### src/common/mgst_consts.svh
// Constants for the management sync and sequence tracker.
`ifndef MGST_CONSTS_SVH
`define MGST_CONSTS_SVH
`define MGST_SEQ_W 8
`define MGST_SEQ_FIRST 8'h01
`define MGST_SEQ_LAST 8'hFF
`define MGST_SEQ_UNDEF 8'h00
`define MGST_CLK_HZ 10000000
`define MGST_TICK_SEC 1
`define MGST_CFG_TMO_SEC 60
`define MGST_ALM_TMO_SEC 60
`define MGST_TBL_TMO_SEC 60
`define MGST_TBL_SIZE_BYTES 4
`define MGST_CNT_W 16
`define MGST_SIZE_W 32
`endif

### src/common/mgst_pkg.sv
// Types shared by the management sync and sequence tracker.
package mgst_pkg;
	// Session states, Gray coded along idle, open, expired.
	typedef enum logic [1:0] {
		MGST_S_IDLE = 2'b00,
		MGST_S_OPEN = 2'b01,
		MGST_S_DONE = 2'b11
	} mgst_sess_t;
endpackage

### src/hw/mgst_tick_gen.sv
// One-second tick divider from the system clock.
`timescale 1ns/1ps
`include "mgst_consts.svh"
module mgst_tick_gen #(
	parameter int unsigned DIV = `MGST_CLK_HZ * `MGST_TICK_SEC
) (
	input wire logic clk_i,
	input wire logic rst_b_i,
	input wire logic en_i,
	output logic tick_o
);
	import mgst_pkg::*;
	localparam int unsigned W = (DIV > 1) ? $clog2(DIV) : 1;
	logic [W-1:0] cnt_q; // Cycles since the last tick.
	wire at_end = (cnt_q == W'(DIV - 1));
	// Free-running divider; the tick is a single-cycle pulse.
	always_ff @(posedge clk_i or negedge rst_b_i) begin
		if (!rst_b_i) begin
			cnt_q <= '0;
			tick_o <= 1'b0;
		end else if (en_i) begin
			cnt_q <= at_end ? '0 : cnt_q + 1'b1;
			tick_o <= at_end;
		end
	end
endmodule

### src/hw/mgst_sess_timer.sv
// Retrieval session timer with a count of expected next requests.
`timescale 1ns/1ps
`include "mgst_consts.svh"
module mgst_sess_timer #(
	parameter int unsigned TMO_SEC = 60
) (
	input wire logic clk_i,
	input wire logic rst_b_i,
	input wire logic en_i,
	input wire logic tick_i,
	input wire logic start_i,
	input wire logic [`MGST_CNT_W-1:0] count_i,
	input wire logic next_i,
	output logic open_o,
	output logic accept_o,
	output logic reject_o,
	output logic expire_o,
	output logic [`MGST_CNT_W-1:0] remain_o
);
	import mgst_pkg::*;
	mgst_sess_t st_q;
	logic [7:0] sec_q; // Whole seconds since the last restart.
	// A next is accepted only while open and items remain.
	wire ok_next = next_i && !start_i && (st_q == MGST_S_OPEN) && (remain_o != '0);
	wire tmo = (st_q == MGST_S_OPEN) && tick_i && (sec_q == 8'(TMO_SEC - 1));
	assign open_o = (st_q == MGST_S_OPEN);
	assign accept_o = ok_next;
	assign reject_o = next_i && !start_i && !ok_next;
	// A start always wins; it reopens the session and clears the clock.
	always_ff @(posedge clk_i or negedge rst_b_i) begin
		if (!rst_b_i) begin
			st_q <= MGST_S_IDLE;
			sec_q <= '0;
			remain_o <= '0;
			expire_o <= 1'b0;
		end else if (en_i) begin
			expire_o <= tmo && !start_i && !ok_next;
			if (start_i) begin
				st_q <= MGST_S_OPEN;
				sec_q <= '0;
				remain_o <= count_i;
			end else if (ok_next) begin
				sec_q <= '0;
				remain_o <= remain_o - 1'b1;
			end else if (tmo) begin
				// Snapshot is dropped; later nexts read as out of range.
				st_q <= MGST_S_DONE;
				remain_o <= '0;
			end else if (open_o && tick_i) begin
				sec_q <= sec_q + 1'b1;
			end
		end
	end
endmodule

### src/hw/mgst_top.sv
// Configuration and alarm sequence counters with retrieval session timers.
// Function
// - Hold eight-bit configuration sequence counter, readable.
// - Commanded create or delete advances counter.
// - Commanded attribute change advances counter.
// - One step per executed command only.
// - Autonomous changes leave counter unchanged.
// - Update and increment are applied together.
// - Configuration counter wraps 255 to 1.
// - Config dump ends after one idle minute.
// - Tables, monitors, descriptors excluded from dump.
// - Alarm notifications carry eight-bit sequence.
// - Alarm sequence starts 1, wraps, skips zero.
// - Alarm dump start resets alarm sequence.
// - Alarm dump ends after one idle minute.
// - Table read answers four-byte size.
// - Table write one entry; oversized entries read-only.
// - Table read ends after sixty idle seconds.
`timescale 1ns/1ps
`include "mgst_consts.svh"
module mgst_top #(
	parameter int unsigned TICK_DIV = `MGST_CLK_HZ * `MGST_TICK_SEC,
	parameter int unsigned MAX_WR_BYTES = 29
) (
	input wire logic clk_i,
	input wire logic rst_b_i,
	input wire logic en_i,
	// Executed command strobe and its kind.
	input wire logic cmd_done_i,
	input wire logic cmd_from_head_i,
	input wire logic cmd_changes_i,
	// Head end writes the sequence value during resync.
	input wire logic seq_wr_i,
	input wire logic [`MGST_SEQ_W-1:0] seq_wr_data_i,
	// Restore failed or factory default; forces the undefined value.
	input wire logic seq_undef_i,
	output logic [`MGST_SEQ_W-1:0] config_change_seq_o,
	output logic cfg_commit_o,
	// Alarm notification request and its sequence number.
	input wire logic alarm_send_i,
	output logic [`MGST_SEQ_W-1:0] alarm_seq_o,
	// Config dump session.
	input wire logic config_dump_start_i,
	input wire logic [`MGST_CNT_W-1:0] config_dump_count_i,
	input wire logic config_dump_next_req_i,
	input wire logic [2:0] dump_item_class_i,
	output logic config_dump_open_o,
	output logic config_dump_accept_o,
	output logic config_dump_reject_o,
	output logic config_dump_skip_o,
	output logic config_dump_expire_o,
	// Alarm dump session.
	input wire logic alarm_dump_start_i,
	input wire logic [`MGST_CNT_W-1:0] alarm_dump_count_i,
	input wire logic alarm_dump_next_req_i,
	output logic alarm_dump_open_o,
	output logic alarm_dump_accept_o,
	output logic alarm_dump_reject_o,
	output logic alarm_dump_expire_o,
	// Table attribute access.
	input wire logic tbl_get_i,
	input wire logic [`MGST_SIZE_W-1:0] tbl_size_i,
	input wire logic [`MGST_CNT_W-1:0] tbl_next_count_i,
	input wire logic tbl_next_req_i,
	input wire logic tbl_set_i,
	input wire logic [`MGST_CNT_W-1:0] tbl_set_entries_i,
	input wire logic [7:0] tbl_entry_bytes_i,
	output logic [`MGST_SIZE_W-1:0] tbl_size_o,
	output logic [2:0] tbl_size_len_o,
	output logic tbl_read_open_o,
	output logic tbl_read_accept_o,
	output logic tbl_read_reject_o,
	output logic tbl_read_expire_o,
	output logic tbl_set_ok_o,
	output logic tbl_set_reject_o
);
	import mgst_pkg::*;

	// Dump item classes; all but CLS_PLAIN never enter the configuration dump.
	localparam logic [2:0] CLS_PLAIN = 3'h0;
	localparam logic [2:0] CLS_TABLE = 3'h1;
	localparam logic [2:0] CLS_PERF = 3'h2;
	localparam logic [2:0] CLS_DESC = 3'h3;

	// Sequence advance shared by both counters; zero is never produced.
	function automatic logic [`MGST_SEQ_W-1:0] seq_next(input logic [`MGST_SEQ_W-1:0] v);
		seq_next = (v == `MGST_SEQ_LAST) ? `MGST_SEQ_FIRST : v + 1'b1;
	endfunction

	logic [`MGST_SEQ_W-1:0] cfg_seq_q; // Configuration sequence value.
	logic [`MGST_SEQ_W-1:0] alm_seq_q; // Last alarm sequence sent.
	logic commit_q; // Marks the cycle where update and increment land.
	logic tick; // One-second tick.

	// Only a head-end command that changed something counts, once.
	wire cfg_bump = cmd_done_i && cmd_from_head_i && cmd_changes_i;

	// A single register step keeps the increment atomic with the commit pulse.
	always_ff @(posedge clk_i or negedge rst_b_i) begin
		if (!rst_b_i) begin
			cfg_seq_q <= `MGST_SEQ_UNDEF;
			commit_q <= 1'b0;
		end else if (en_i) begin
			commit_q <= cfg_bump || seq_wr_i;
			if (seq_undef_i) begin
				cfg_seq_q <= `MGST_SEQ_UNDEF;
			end else if (seq_wr_i) begin
				cfg_seq_q <= seq_wr_data_i;
			end else if (cfg_bump) begin
				cfg_seq_q <= seq_next(cfg_seq_q);
			end
		end
	end
	assign config_change_seq_o = cfg_seq_q;
	assign cfg_commit_o = commit_q;

	// Alarm sequence: the value after a restart or dump start is 1 for the next send.
	wire [`MGST_SEQ_W-1:0] alm_cur = (alm_seq_q == `MGST_SEQ_UNDEF) ? `MGST_SEQ_FIRST : seq_next(alm_seq_q);
	always_ff @(posedge clk_i or negedge rst_b_i) begin
		if (!rst_b_i) begin
			alm_seq_q <= `MGST_SEQ_UNDEF;
		end else if (en_i) begin
			if (alarm_dump_start_i) begin
				alm_seq_q <= `MGST_SEQ_UNDEF;
			end else if (alarm_send_i) begin
				alm_seq_q <= alm_cur;
			end
		end
	end
	// The output shows the number carried by a send in this cycle.
	assign alarm_seq_o = alm_cur;

	mgst_tick_gen #(.DIV(TICK_DIV)) u_tick (
		.clk_i(clk_i),
		.rst_b_i(rst_b_i),
		.en_i(en_i),
		.tick_o(tick)
	);

	// Three session timers restarted by start and every accepted next.
	logic [`MGST_CNT_W-1:0] cfg_rem; // Remaining dump items.
	mgst_sess_timer #(.TMO_SEC(`MGST_CFG_TMO_SEC)) u_cfg (
		.clk_i(clk_i),
		.rst_b_i(rst_b_i),
		.en_i(en_i),
		.tick_i(tick),
		.start_i(config_dump_start_i),
		.count_i(config_dump_count_i),
		.next_i(config_dump_next_req_i),
		.open_o(config_dump_open_o),
		.accept_o(config_dump_accept_o),
		.reject_o(config_dump_reject_o),
		.expire_o(config_dump_expire_o),
		.remain_o(cfg_rem)
	);
	// Items of excluded classes are flagged so the formatter leaves them out.
	wire excl = (dump_item_class_i == CLS_TABLE) || (dump_item_class_i == CLS_PERF)
		|| (dump_item_class_i == CLS_DESC);
	assign config_dump_skip_o = config_dump_accept_o && excl;

	logic [`MGST_CNT_W-1:0] alm_rem; // Remaining alarm instances.
	mgst_sess_timer #(.TMO_SEC(`MGST_ALM_TMO_SEC)) u_alm (
		.clk_i(clk_i),
		.rst_b_i(rst_b_i),
		.en_i(en_i),
		.tick_i(tick),
		.start_i(alarm_dump_start_i),
		.count_i(alarm_dump_count_i),
		.next_i(alarm_dump_next_req_i),
		.open_o(alarm_dump_open_o),
		.accept_o(alarm_dump_accept_o),
		.reject_o(alarm_dump_reject_o),
		.expire_o(alarm_dump_expire_o),
		.remain_o(alm_rem)
	);

	logic [`MGST_CNT_W-1:0] tbl_rem; // Remaining table segments.
	mgst_sess_timer #(.TMO_SEC(`MGST_TBL_TMO_SEC)) u_tbl (
		.clk_i(clk_i),
		.rst_b_i(rst_b_i),
		.en_i(en_i),
		.tick_i(tick),
		.start_i(tbl_get_i),
		.count_i(tbl_next_count_i),
		.next_i(tbl_next_req_i),
		.open_o(tbl_read_open_o),
		.accept_o(tbl_read_accept_o),
		.reject_o(tbl_read_reject_o),
		.expire_o(tbl_read_expire_o),
		.remain_o(tbl_rem)
	);

	// Plain read of a table answers its size, laid out as a four-byte attribute.
	always_ff @(posedge clk_i or negedge rst_b_i) begin
		if (!rst_b_i) begin
			tbl_size_o <= '0;
			tbl_size_len_o <= 3'h0;
		end else if (en_i && tbl_get_i) begin
			tbl_size_o <= tbl_size_i;
			tbl_size_len_o <= 3'(`MGST_TBL_SIZE_BYTES);
		end
	end

	// A set touches one entry; oversized entries make the table read-only.
	wire set_ok = (tbl_set_entries_i == 16'h0001) && (tbl_entry_bytes_i <= 8'(MAX_WR_BYTES));
	always_ff @(posedge clk_i or negedge rst_b_i) begin
		if (!rst_b_i) begin
			tbl_set_ok_o <= 1'b0;
			tbl_set_reject_o <= 1'b0;
		end else if (en_i) begin
			tbl_set_ok_o <= tbl_set_i && set_ok;
			tbl_set_reject_o <= tbl_set_i && !set_ok;
		end
	end
endmodule

### config.mk
export PLATFORM = sky130hd
export DESIGN_NAME = mgst_top
export DESIGN_NICKNAME = d
export VERILOG_FILES = /design/src/common/mgst_pkg.sv /design/src/hw/mgst_tick_gen.sv /design/src/hw/mgst_sess_timer.sv /design/src/hw/mgst_top.sv
export VERILOG_INCLUDE_DIRS = /design/src /design/src/common
export SDC_FILE = /design/constraint.sdc
export NUM_CORES = 1
export LEC_CHECK = 0
export ABC_AREA = 0
export BUFFER_PORTS_ARGS = -buffer_cell sky130_fd_sc_hd__buf_2
export CORE_ASPECT_RATIO = 0.75
export CORE_MARGIN = 3
export CORE_UTILIZATION = 55
export CTS_CLUSTER_DIAMETER = 80
export DETAILED_ROUTE_END_ITERATION = 10
export PLACE_DENSITY = 0.83
export SETUP_SLACK_MARGIN = 0.4
export SLEW_MARGIN = 30
export SYNTH_ARGS = -nofsm -noshare
export SYNTH_HDL_FRONTEND = slang
export SYNTH_HIERARCHICAL = 1
export SYNTH_SLANG_ARGS = --single-unit
### constraint.sdc
create_clock -name clk_i -period 3.3 [get_ports clk_i]
set_input_delay 0.33 -clock clk_i [delete_from_list [all_inputs] [get_ports clk_i]]
set_output_delay 0.33 -clock clk_i [all_outputs]
set_load 0.01 [all_outputs]
## Word-level counts from Yosys, hierarchy flattened

Cells that the tools add are included.

- Register bits after elaboration: 158
- Logic and storage cells: 156

- $lt $le $gt $ge: 1
- Add/subtract/negate cells: 9
- Multiplexer cells: 39
- Reduce and logical (&&, ||, !) cells: 67
- Equality and inequality tests: 19

Operators by type and width:

| cell | count |
|---|---|
| two-way mux 8 bit | 20 |
| two-way mux 16 bit | 9 |
| nonzero test 16 bit | 3 |
| subtractor 16 x 1 -> 16 bit, second input constant | 3 |
| adder 8 x 1 -> 8 bit, second input constant | 5 |
| logical AND 1 bit | 31 |
| adder 24 x 1 -> 24 bit, second input constant | 1 |
| == test 24 bit, second input constant | 1 |
| == test 8 x 6 -> 1 bit, second input constant | 3 |
| two-way mux 24 bit | 1 |
| nonzero test 3 bit | 7 |
| two-way mux 2 bit | 9 |
| AND reduction 3 bit | 6 |
| == test 16 x 1 -> 1 bit, second input constant | 1 |
| == test 8 bit, second input constant | 2 |
| AND reduction 2 bit | 5 |
| less-or-equal comparator 8 x 5 -> 1 bit, second input constant | 1 |
| logical NOT 8 bit | 1 |
| nonzero test 2 bit | 4 |
| logical NOT 1 bit | 7 |
| == test 2 x 1 -> 1 bit, second input constant | 3 |
| == test 3 x 2 -> 1 bit, second input constant | 2 |
| inequality test 2 bit, second input constant | 3 |
| inequality test 3 x 2 -> 1 bit, second input constant | 2 |
| 3 further kinds | 5 |

## Depth between registers and ports, before layout

Gate-level depths: netlist (run 1).

- Depth after elaboration: 6
- Gate-level depth with buffers: 10
- Depth with buffers taken out: 8

## Modules after synthesis

The synthesis (run 1) kept the hierarchy.

By module, submodules not included:

| module | area an instance (sq um) | sequential area each (sq um) | instances | cells an instance |
|---|---|---|---|---|
| mgst_sess_timer | 1,794.2 | 675.6 | 3 | 198 |
| mgst_top | 2,523.7 | 1,301.2 | 1 | 227 |
| mgst_tick_gen | 1,283.7 | 625.6 | 1 | 121 |

## Least setup slack after synthesis (run 1)

Ideal clock, no wire load.

- Path kind: reg2out
- Start: reg u_cfg.remain_o[0]
- End: out config_dump_reject_o
- Path buffers: 2
- Setup slack: 601 ps
- Cell stages (with the launch flop): 10
- Arrival: 2,369 ps
- Cells stage by stage: dfrtp_1 inv_1 ha_1 or3b_1 clkbuf_1 or3_1 o21ai_4 inv_4 buf_6 nor3b_1

- Longest elaborated chain between the ends: 4

Ends and longest elaborated chain:

| item | line | RTL |
|---|---|---|
| start: declaration | mgst_sess_timer.sv:18 | `` output logic [`MGST_CNT_W-1:0] remain_o `` |
| start signal: assignment | mgst_sess_timer.sv:41 | `remain_o <= count_i;` |
| start signal: assignment | mgst_sess_timer.sv:44 | `remain_o <= remain_o - 1'b1;` |
| nonzero test 16 bit | mgst_sess_timer.sv:24 | `wire ok_next = next_i && !start_i && (st_q == MGST_S_OPEN) && (remain_o != '0);` |
| logical AND 1 bit | mgst_sess_timer.sv:24 |  |
| via config_dump_accept_o | mgst_top.sv:48 | `output logic config_dump_accept_o,` |
| logical NOT 1 bit | mgst_sess_timer.sv:28 | `assign reject_o = next_i && !start_i && !ok_next;` |
| logical AND 1 bit | mgst_sess_timer.sv:28 |  |
| end: declaration | mgst_top.sv:49 | `output logic config_dump_reject_o,` |

The timed path passes the listed nets, and every way through them passes these cells.

## Worst setup path after layout (run 1)

- Start: reg u_cfg.remain_o[12]
- End: out config_dump_reject_o

- Longest elaborated chain between the ends: 4

Ends and longest elaborated chain:

| item | line |
|---|---|
| nonzero test 16 bit | mgst_sess_timer.sv:24 |
| logical AND 1 bit | mgst_sess_timer.sv:24 |
| logical NOT 1 bit | mgst_sess_timer.sv:28 |
| logical AND 1 bit | mgst_sess_timer.sv:28 |

Every way passes these cells.

==> results of run 1 <==
## final timing paths
path / startpoint / end / slack (ns) / depth (start not counted)
max in group asynchronous: rst_b_i / u_alm/remain_o[9] / 2.31 / 2
worst max-delay path: u_cfg/remain_o[12] / config_dump_reject_o / 0.40 / 6
worst max register to register: u_cfg/remain_o[1] / u_cfg/remain_o[12] / 0.62 / 8
worst min-delay path: rst_b_i / tbl_size_o[22] / -0.03 / 1
worst min register to register: tbl_size_len_o[2] / tbl_size_len_o[2] / 0.46 / 1
min in group clk_i: tbl_next_count_i[9] / u_tbl/remain_o[9] / 0.12 / 3
## sequential cells by signal, summed over array words and instances (netlist names), 8 cells and up
signal / count
u_tbl/sec_q: 8
u_tbl/remain_o: 16
u_alm/sec_q: 8
alm_seq_q: 8
u_cfg/sec_q: 8
u_cfg/remain_o: 16
tbl_size_o: 32
u_tick/cnt_q: 24
u_alm/remain_o: 16
config_change_seq_o: 8
## area by class of cell
cell class | count | area, sq um
well taps | 210 | 263
repair buffers | 225 | 1220
clock buffers | 18 | 439
multi-input cells | 695 | 4870
fillers | 1246 | 5090
flip-flops and latches | 158 | 3960
inverters | 49 | 199
clock inverters | 14 | 168
## synth_stat cells (all sizes together), types with 22 or more instances
library cell and n:
nand3 47, nor2 61, nand4 24, o21ai 37, mux2 32, clkbuf 24, mux2i 22, a21oi 54
nor3 38, nand2 65, dfrtp 158, inv 46
## per-stage QoR
step	utilization	power [mW]	setup WS (ns)	cells
after global routing	0.686	5.82	0.349	1369
after detailed placement	0.637	3.48	0.497	1320
after global placement	0.637	3.44	0.512	1320
after floorplan	-	3.09	0.601	943
after CTS	0.683	5.56	0.416	1365
final	0.686	5.56	0.404	1369
## cells by family (layout without fill, tap and decap cells)
family                     after synthesis  count (layout)  share of synthesized area
AOI/OAI and AO/OA                      235             235                      0.198
muxes                                   54              54                     0.0632
xor gates and xnor gates                27              27                     0.0257
and+or+nand+nor                        367             367                      0.224
DFF                                    158             158                      0.430
other                                    1               2                   0.000408
buffers and inverters                   90             306                     0.0445
adders and majority gates               10              10                     0.0136
## routing by layer
layer  vias to the layer above  GRT usage  wire length, um
met3                        50     0.0588             2300
met4                         2     0.0809              510
met1                      4023      0.368            10500
met5                         -          0               13
li1                       3980          -                -
met2                       460      0.394            11000
## power by group
group	total, mW	internal, mW	switching, mW
clock network	2.03	1.16	0.864
logic	1.14	0.521	0.622
registers	2.39	2.16	0.230
total	5.56	3.84	1.72
## repair_timing
action | in CTS | in global routing
endpoints found under the setup margin | 7 | 6
resized for setup | 10 | 9
pin swaps | 4 | 6
buffers inserted | 13 | 4
cloned | 0 | 0
hold buffers | 0 | 0
==> run_results.csv, run 1 <==
group,metric,value,unit
setup_path,cp_max_fo,5,
floorplan,dieArea,0.0183,sq mm
floorplan,initial_utilization,0.567,
final_layout,diodes,0,
timing,tightest_slew,0.872,ns
clock_network,cts_buffers,17,
floorplan,core,0.0162,sq mm
synth,syn_area,0.00919,sq mm
synth,ys_types,76,
grt,grt-ovfl-total,0,
setup_path,end_kind,"output port",
clock_network,clock_sinks,158,
grt,grt_antenna_before_repair,1,
setup_path,crit_slowest_cell,"or4_4",
placement,dp_hpwl,16500,um
route,drc,0,
power_and_ir_drop,ir_worst_vdd,0.356,mV
route,via_per_inst,6.22,
setup_path,slowest_delay,0.54,ns
grt,grt_pass1_wl,39100,um
floorplan,rows,40,
synth,async_flop_share,1.00,
run,cap_violations,0,
synth,ys_dominant_reg_cell,"dfrtp_1",
floorplan,fp.dieH,118,um
clock_network,clk_pin_slew,0.06,ns
synth,synth_area_leaders,"dfrtp_1 (43%), mux2_2 (3.9%), a21oi_1 (2.7%)",
synth,synth_top_area_frac,0.430,
setup_path,worst-path-buf-inv,2,
setup_path,cpLargestDelayFamily,"simple AND/OR/NAND/NOR gates",
synth,synth.yosys.seq_area_share,0.430,
clock_network,h-tree-depth,4,
timing,skew,0.0149,ns
timing,final-hold-violation-count,26,
final_layout,final_common_cell,"buf_2",
timing,period_share,0.877,
setup_path,critical_path.cell_chain,"or4_4, or4_4, o21ai_4, inv_6, nor3b_2, buf_2",
route,vias,8515,
timing,max_freq,345,MHz
timing,rsz0062_at_grt,"yes",
timing,relSlewSlack,0.419,
clock_network,clock_path_buffers,2,
grt,grt_pass1_vias,7993,
route,drt_wl_total,24300,um
setup_path,cp_common_cell,"or4_4",
grt,grtUsageTotal,0.258,
timing,finalSetupTns,0,ns
synth,syn_inst,942,
power_and_ir_drop,p_leak,4.95,nW
synth,synth-edff-count,0,
timing,holdWs,-0.0295,ns
synth,avgSynthCellArea,9.76,sq um
setup_path,critPathKind,"reg2out",
min_path,hp-class,"in2async",
grt,grt_max_degree,93,
outcome,status,"complete, but fails checks",
clock_network,cts_tree,"yes",
synth,ys_warn_count,6,
timing,setup_viol,0,
route,antenna_left,0,
synth,ys_ff_latch,158,
timing,period_minus_slack,2.90,ns
final_layout,stdcell_area,0.0111,sq mm
clock_network,cts_root_buf,"clkbuf_16",
placement,gp_congestion,0.928,
synth,synth_area_leader_cell,"dfrtp_1",
route,drt_iter0_markers,686,
final_layout,nets,1287,
clock_network,clock_latency,0.43,ns
route,firstDrtPassIters,5,
power_and_ir_drop,power.density,500,mW/mm^2
placement,io_buffers,194,
final_layout,drive_above_1_share,0.304,
timing,drv_slew,0,
setup_path,startpoint_type,"register",
floorplan,pin_count,198,
outcome,violations,"hold timing",
placement,placed_area,0.0103,sq mm
final_layout,syn2layout_area_growth,21.0,%
setup_path,arrival,2.57,ns
floorplan,die_x,155,um
setup_path,required,2.97,ns
route,wl_per_cell,17.8,um
final_layout,final_cell_mix,"buf_2 (193), dfrtp_1 (154), nand2_1 (65)",
(Power assumes the default switching activity.)
==> inputs of run 2 (changes only) <==
- MAX_ROUTING_LAYER: default -> met4
==> run_results.csv, run 2 (synthesized netlist as in run 1, its figures left out) <==
group,metric,value,unit
clock_network,cts_tree,"yes",
final_layout,final_cell_mix,"buf_2 (193), dfrtp_1 (156), nand2_1 (65)",
clock_network,cts_root_buf,"clkbuf_16",
floorplan,core,0.0162,sq mm
setup_path,end_kind,"output port",
route,firstDrtPassIters,6,
route,via_per_inst,6.24,
floorplan,rows,40,
route,drt_iter0_markers,680,
final_layout,syn2layout_area_growth,20.5,%
route,drc,0,
placement,dp_cells,1320,
grt,grt_pass1_vias,8147,
timing,tightest_slew,0.800,ns
final_layout,diodes,0,
timing,finalWorstSetupSlack,0.471,ns
timing,drv_slew,0,
power_and_ir_drop,p_comb_frac,0.210,
clock_network,clock_sinks,158,
final_layout,final_common_cell,"buf_2",
floorplan,pin_count,198,
setup_path,arrival,2.50,ns
power_and_ir_drop,p_seq_frac,0.442,
setup_path,required,2.97,ns
route,wl_per_cell,17.3,um
final_layout,stdcell_area,0.0111,sq mm
power_and_ir_drop,switchingPower,1.73,mW
timing,relSlewSlack,0.467,
final_layout,multiInputGateArea,0.00487,sq mm
setup_path,r2r-start,"u_alm/remain_o[9]",
timing,final-hold-violation-count,0,
power_and_ir_drop,intPower,3.68,mW
power_and_ir_drop,power,5.41,mW
placement,gp_congestion,0.934,
floorplan,dieArea,0.0183,sq mm
timing,max_freq,354,MHz
grt,grt_use_met1,0.366,
timing,finalSetupTns,0,ns
grt,met2_usage,0.393,
min_path,hold_path.startpoint,"alarm_dump_count_i[9]",
final_layout,largest_register_ffs,32,
clock_network,cts_buffers,17,
timing,holdWs,0.121,ns
final_layout,layout.cells.non_filler,1368,
final_layout,drive_above_1_share,0.301,
power_and_ir_drop,ir_worst_vdd,0.376,mV
placement,pre_cts_ws,0.463,ns
final_layout,reg_top3,"tbl_size_o x32, u_tick/cnt_q x24",
timing,rsz0062_at_grt,"yes",
grt,grt-ovfl-total,0,
timing,setup_viol,0,
final_layout,fin_util,0.683,
clock_network,clock_latency,0.42,ns
placement,dp_hpwl,16500,um
outcome,status,"completed",
setup_path,cp_max_fo,6,
grt,grt_antenna_before_repair,0,
grt,grt_pass1_wl,39100,um
clock_network,h-tree-depth,4,
grt,grtUsageTotal,0.262,
placement,placed_area,0.0103,sq mm
timing,period_share,0.857,
final_layout,top_register,"tbl_size_o",
placement,io_buffers,194,
route,drt_wl_total,23700,um
setup_path,startpoint,"u_tbl/remain_o[9]",
timing,skew,0.00991,ns
grt,grt-busiest-layer,"met2",
timing,period_minus_slack,2.83,ns
final_layout,regArea,0.00396,sq mm
run,cap_violations,0,
floorplan,die_x,155,um
power_and_ir_drop,power_frac_clock,0.348,
floorplan,fp.dieH,118,um
floorplan,initial_utilization,0.567,
power_and_ir_drop,power.density,489,mW/mm^2
route,antenna_left,0,
setup_path,startpoint_type,"register",
grt,grt_use_met3,0.0540,
power_and_ir_drop,sw_frac_of_total,0.320,
grt,grt_max_degree,83,
clock_network,clk_pin_slew,0.06,ns
final_layout,nets,1286,
min_path,hp-class,"in2reg",
setup_path,critPathKind,"reg2out",
power_and_ir_drop,p_leak,4.93,nW
clock_network,clock_path_buffers,2,
route,vias,8531,
final_layout,fillers,1253,
==> run 2: timing repair <==
item                                    in CTS  in global routing
pin swaps                                    4                  4
buffers inserted                            13                  2
endpoints found under the setup margin       7                  7
hold endpoints to repair                    49                  0
gates resized for setup                     11                  7
hold buffers                                 1                  0
==> run 2: power groups by stage <==
| stage | registers, mW | logic [mW] | clock network, mW |
|---|---|---|---|
| after floorplan | 2.40 | 0.692 | 0 |
| after global placement | 2.40 | 1.04 | 0 |
| after detailed placement | 2.41 | 1.07 | 0 |
| after CTS | 2.38 | 1.11 | 1.93 |
| after global routing | 2.43 | 1.25 | 2.01 |
| final | 2.39 | 1.14 | 1.88 |
==> run 2: routing by layer <==
metal / wire length, um / vias up / share of wire
li1: - / 3978 / -
met1: 10300 / 3983 / 0.44
met2: 10600 / 514 / 0.45
met3: 2360 / 56 / 0.10
met4: 384 / 0 / 0.016
met5: 0 / - / 0
==> run 2: worst paths after layout <==
| path | endpoint | slack (ns) | cells after the start |
|---|---|---|---|
| max reg2reg | u_alm/remain_o[7] | 0.55 | 8 |
| max in group asynchronous | u_tick/cnt_q[6] | 1.90 | 3 |
| min reg2reg | tbl_size_len_o[2] | 0.47 | 1 |
| max | tbl_read_reject_o | 0.47 | 6 |
| min in group asynchronous | tbl_size_o[22] | 0.50 | 2 |
| min | u_alm/remain_o[9] | 0.12 | 3 |
==> run 2: critical path, stage by stage, from the launching register on <==
cell and delay, ns:
dfrtp_1 0.45, or4_4 0.57, or4_4 0.48, o21ai_4 0.22, inv_6 0.04, nor3b_1 0.16
buf_2 0.16
==> run 2: area by class of cell <==
cell class,count,share of cell area
inverters,49,0.0180
clock buffers,17,0.0384
multi-input cells,695,0.440
repair buffers,224,0.110
well taps,210,0.0237
clock inverters,15,0.0131
flip-flops and latches,158,0.357
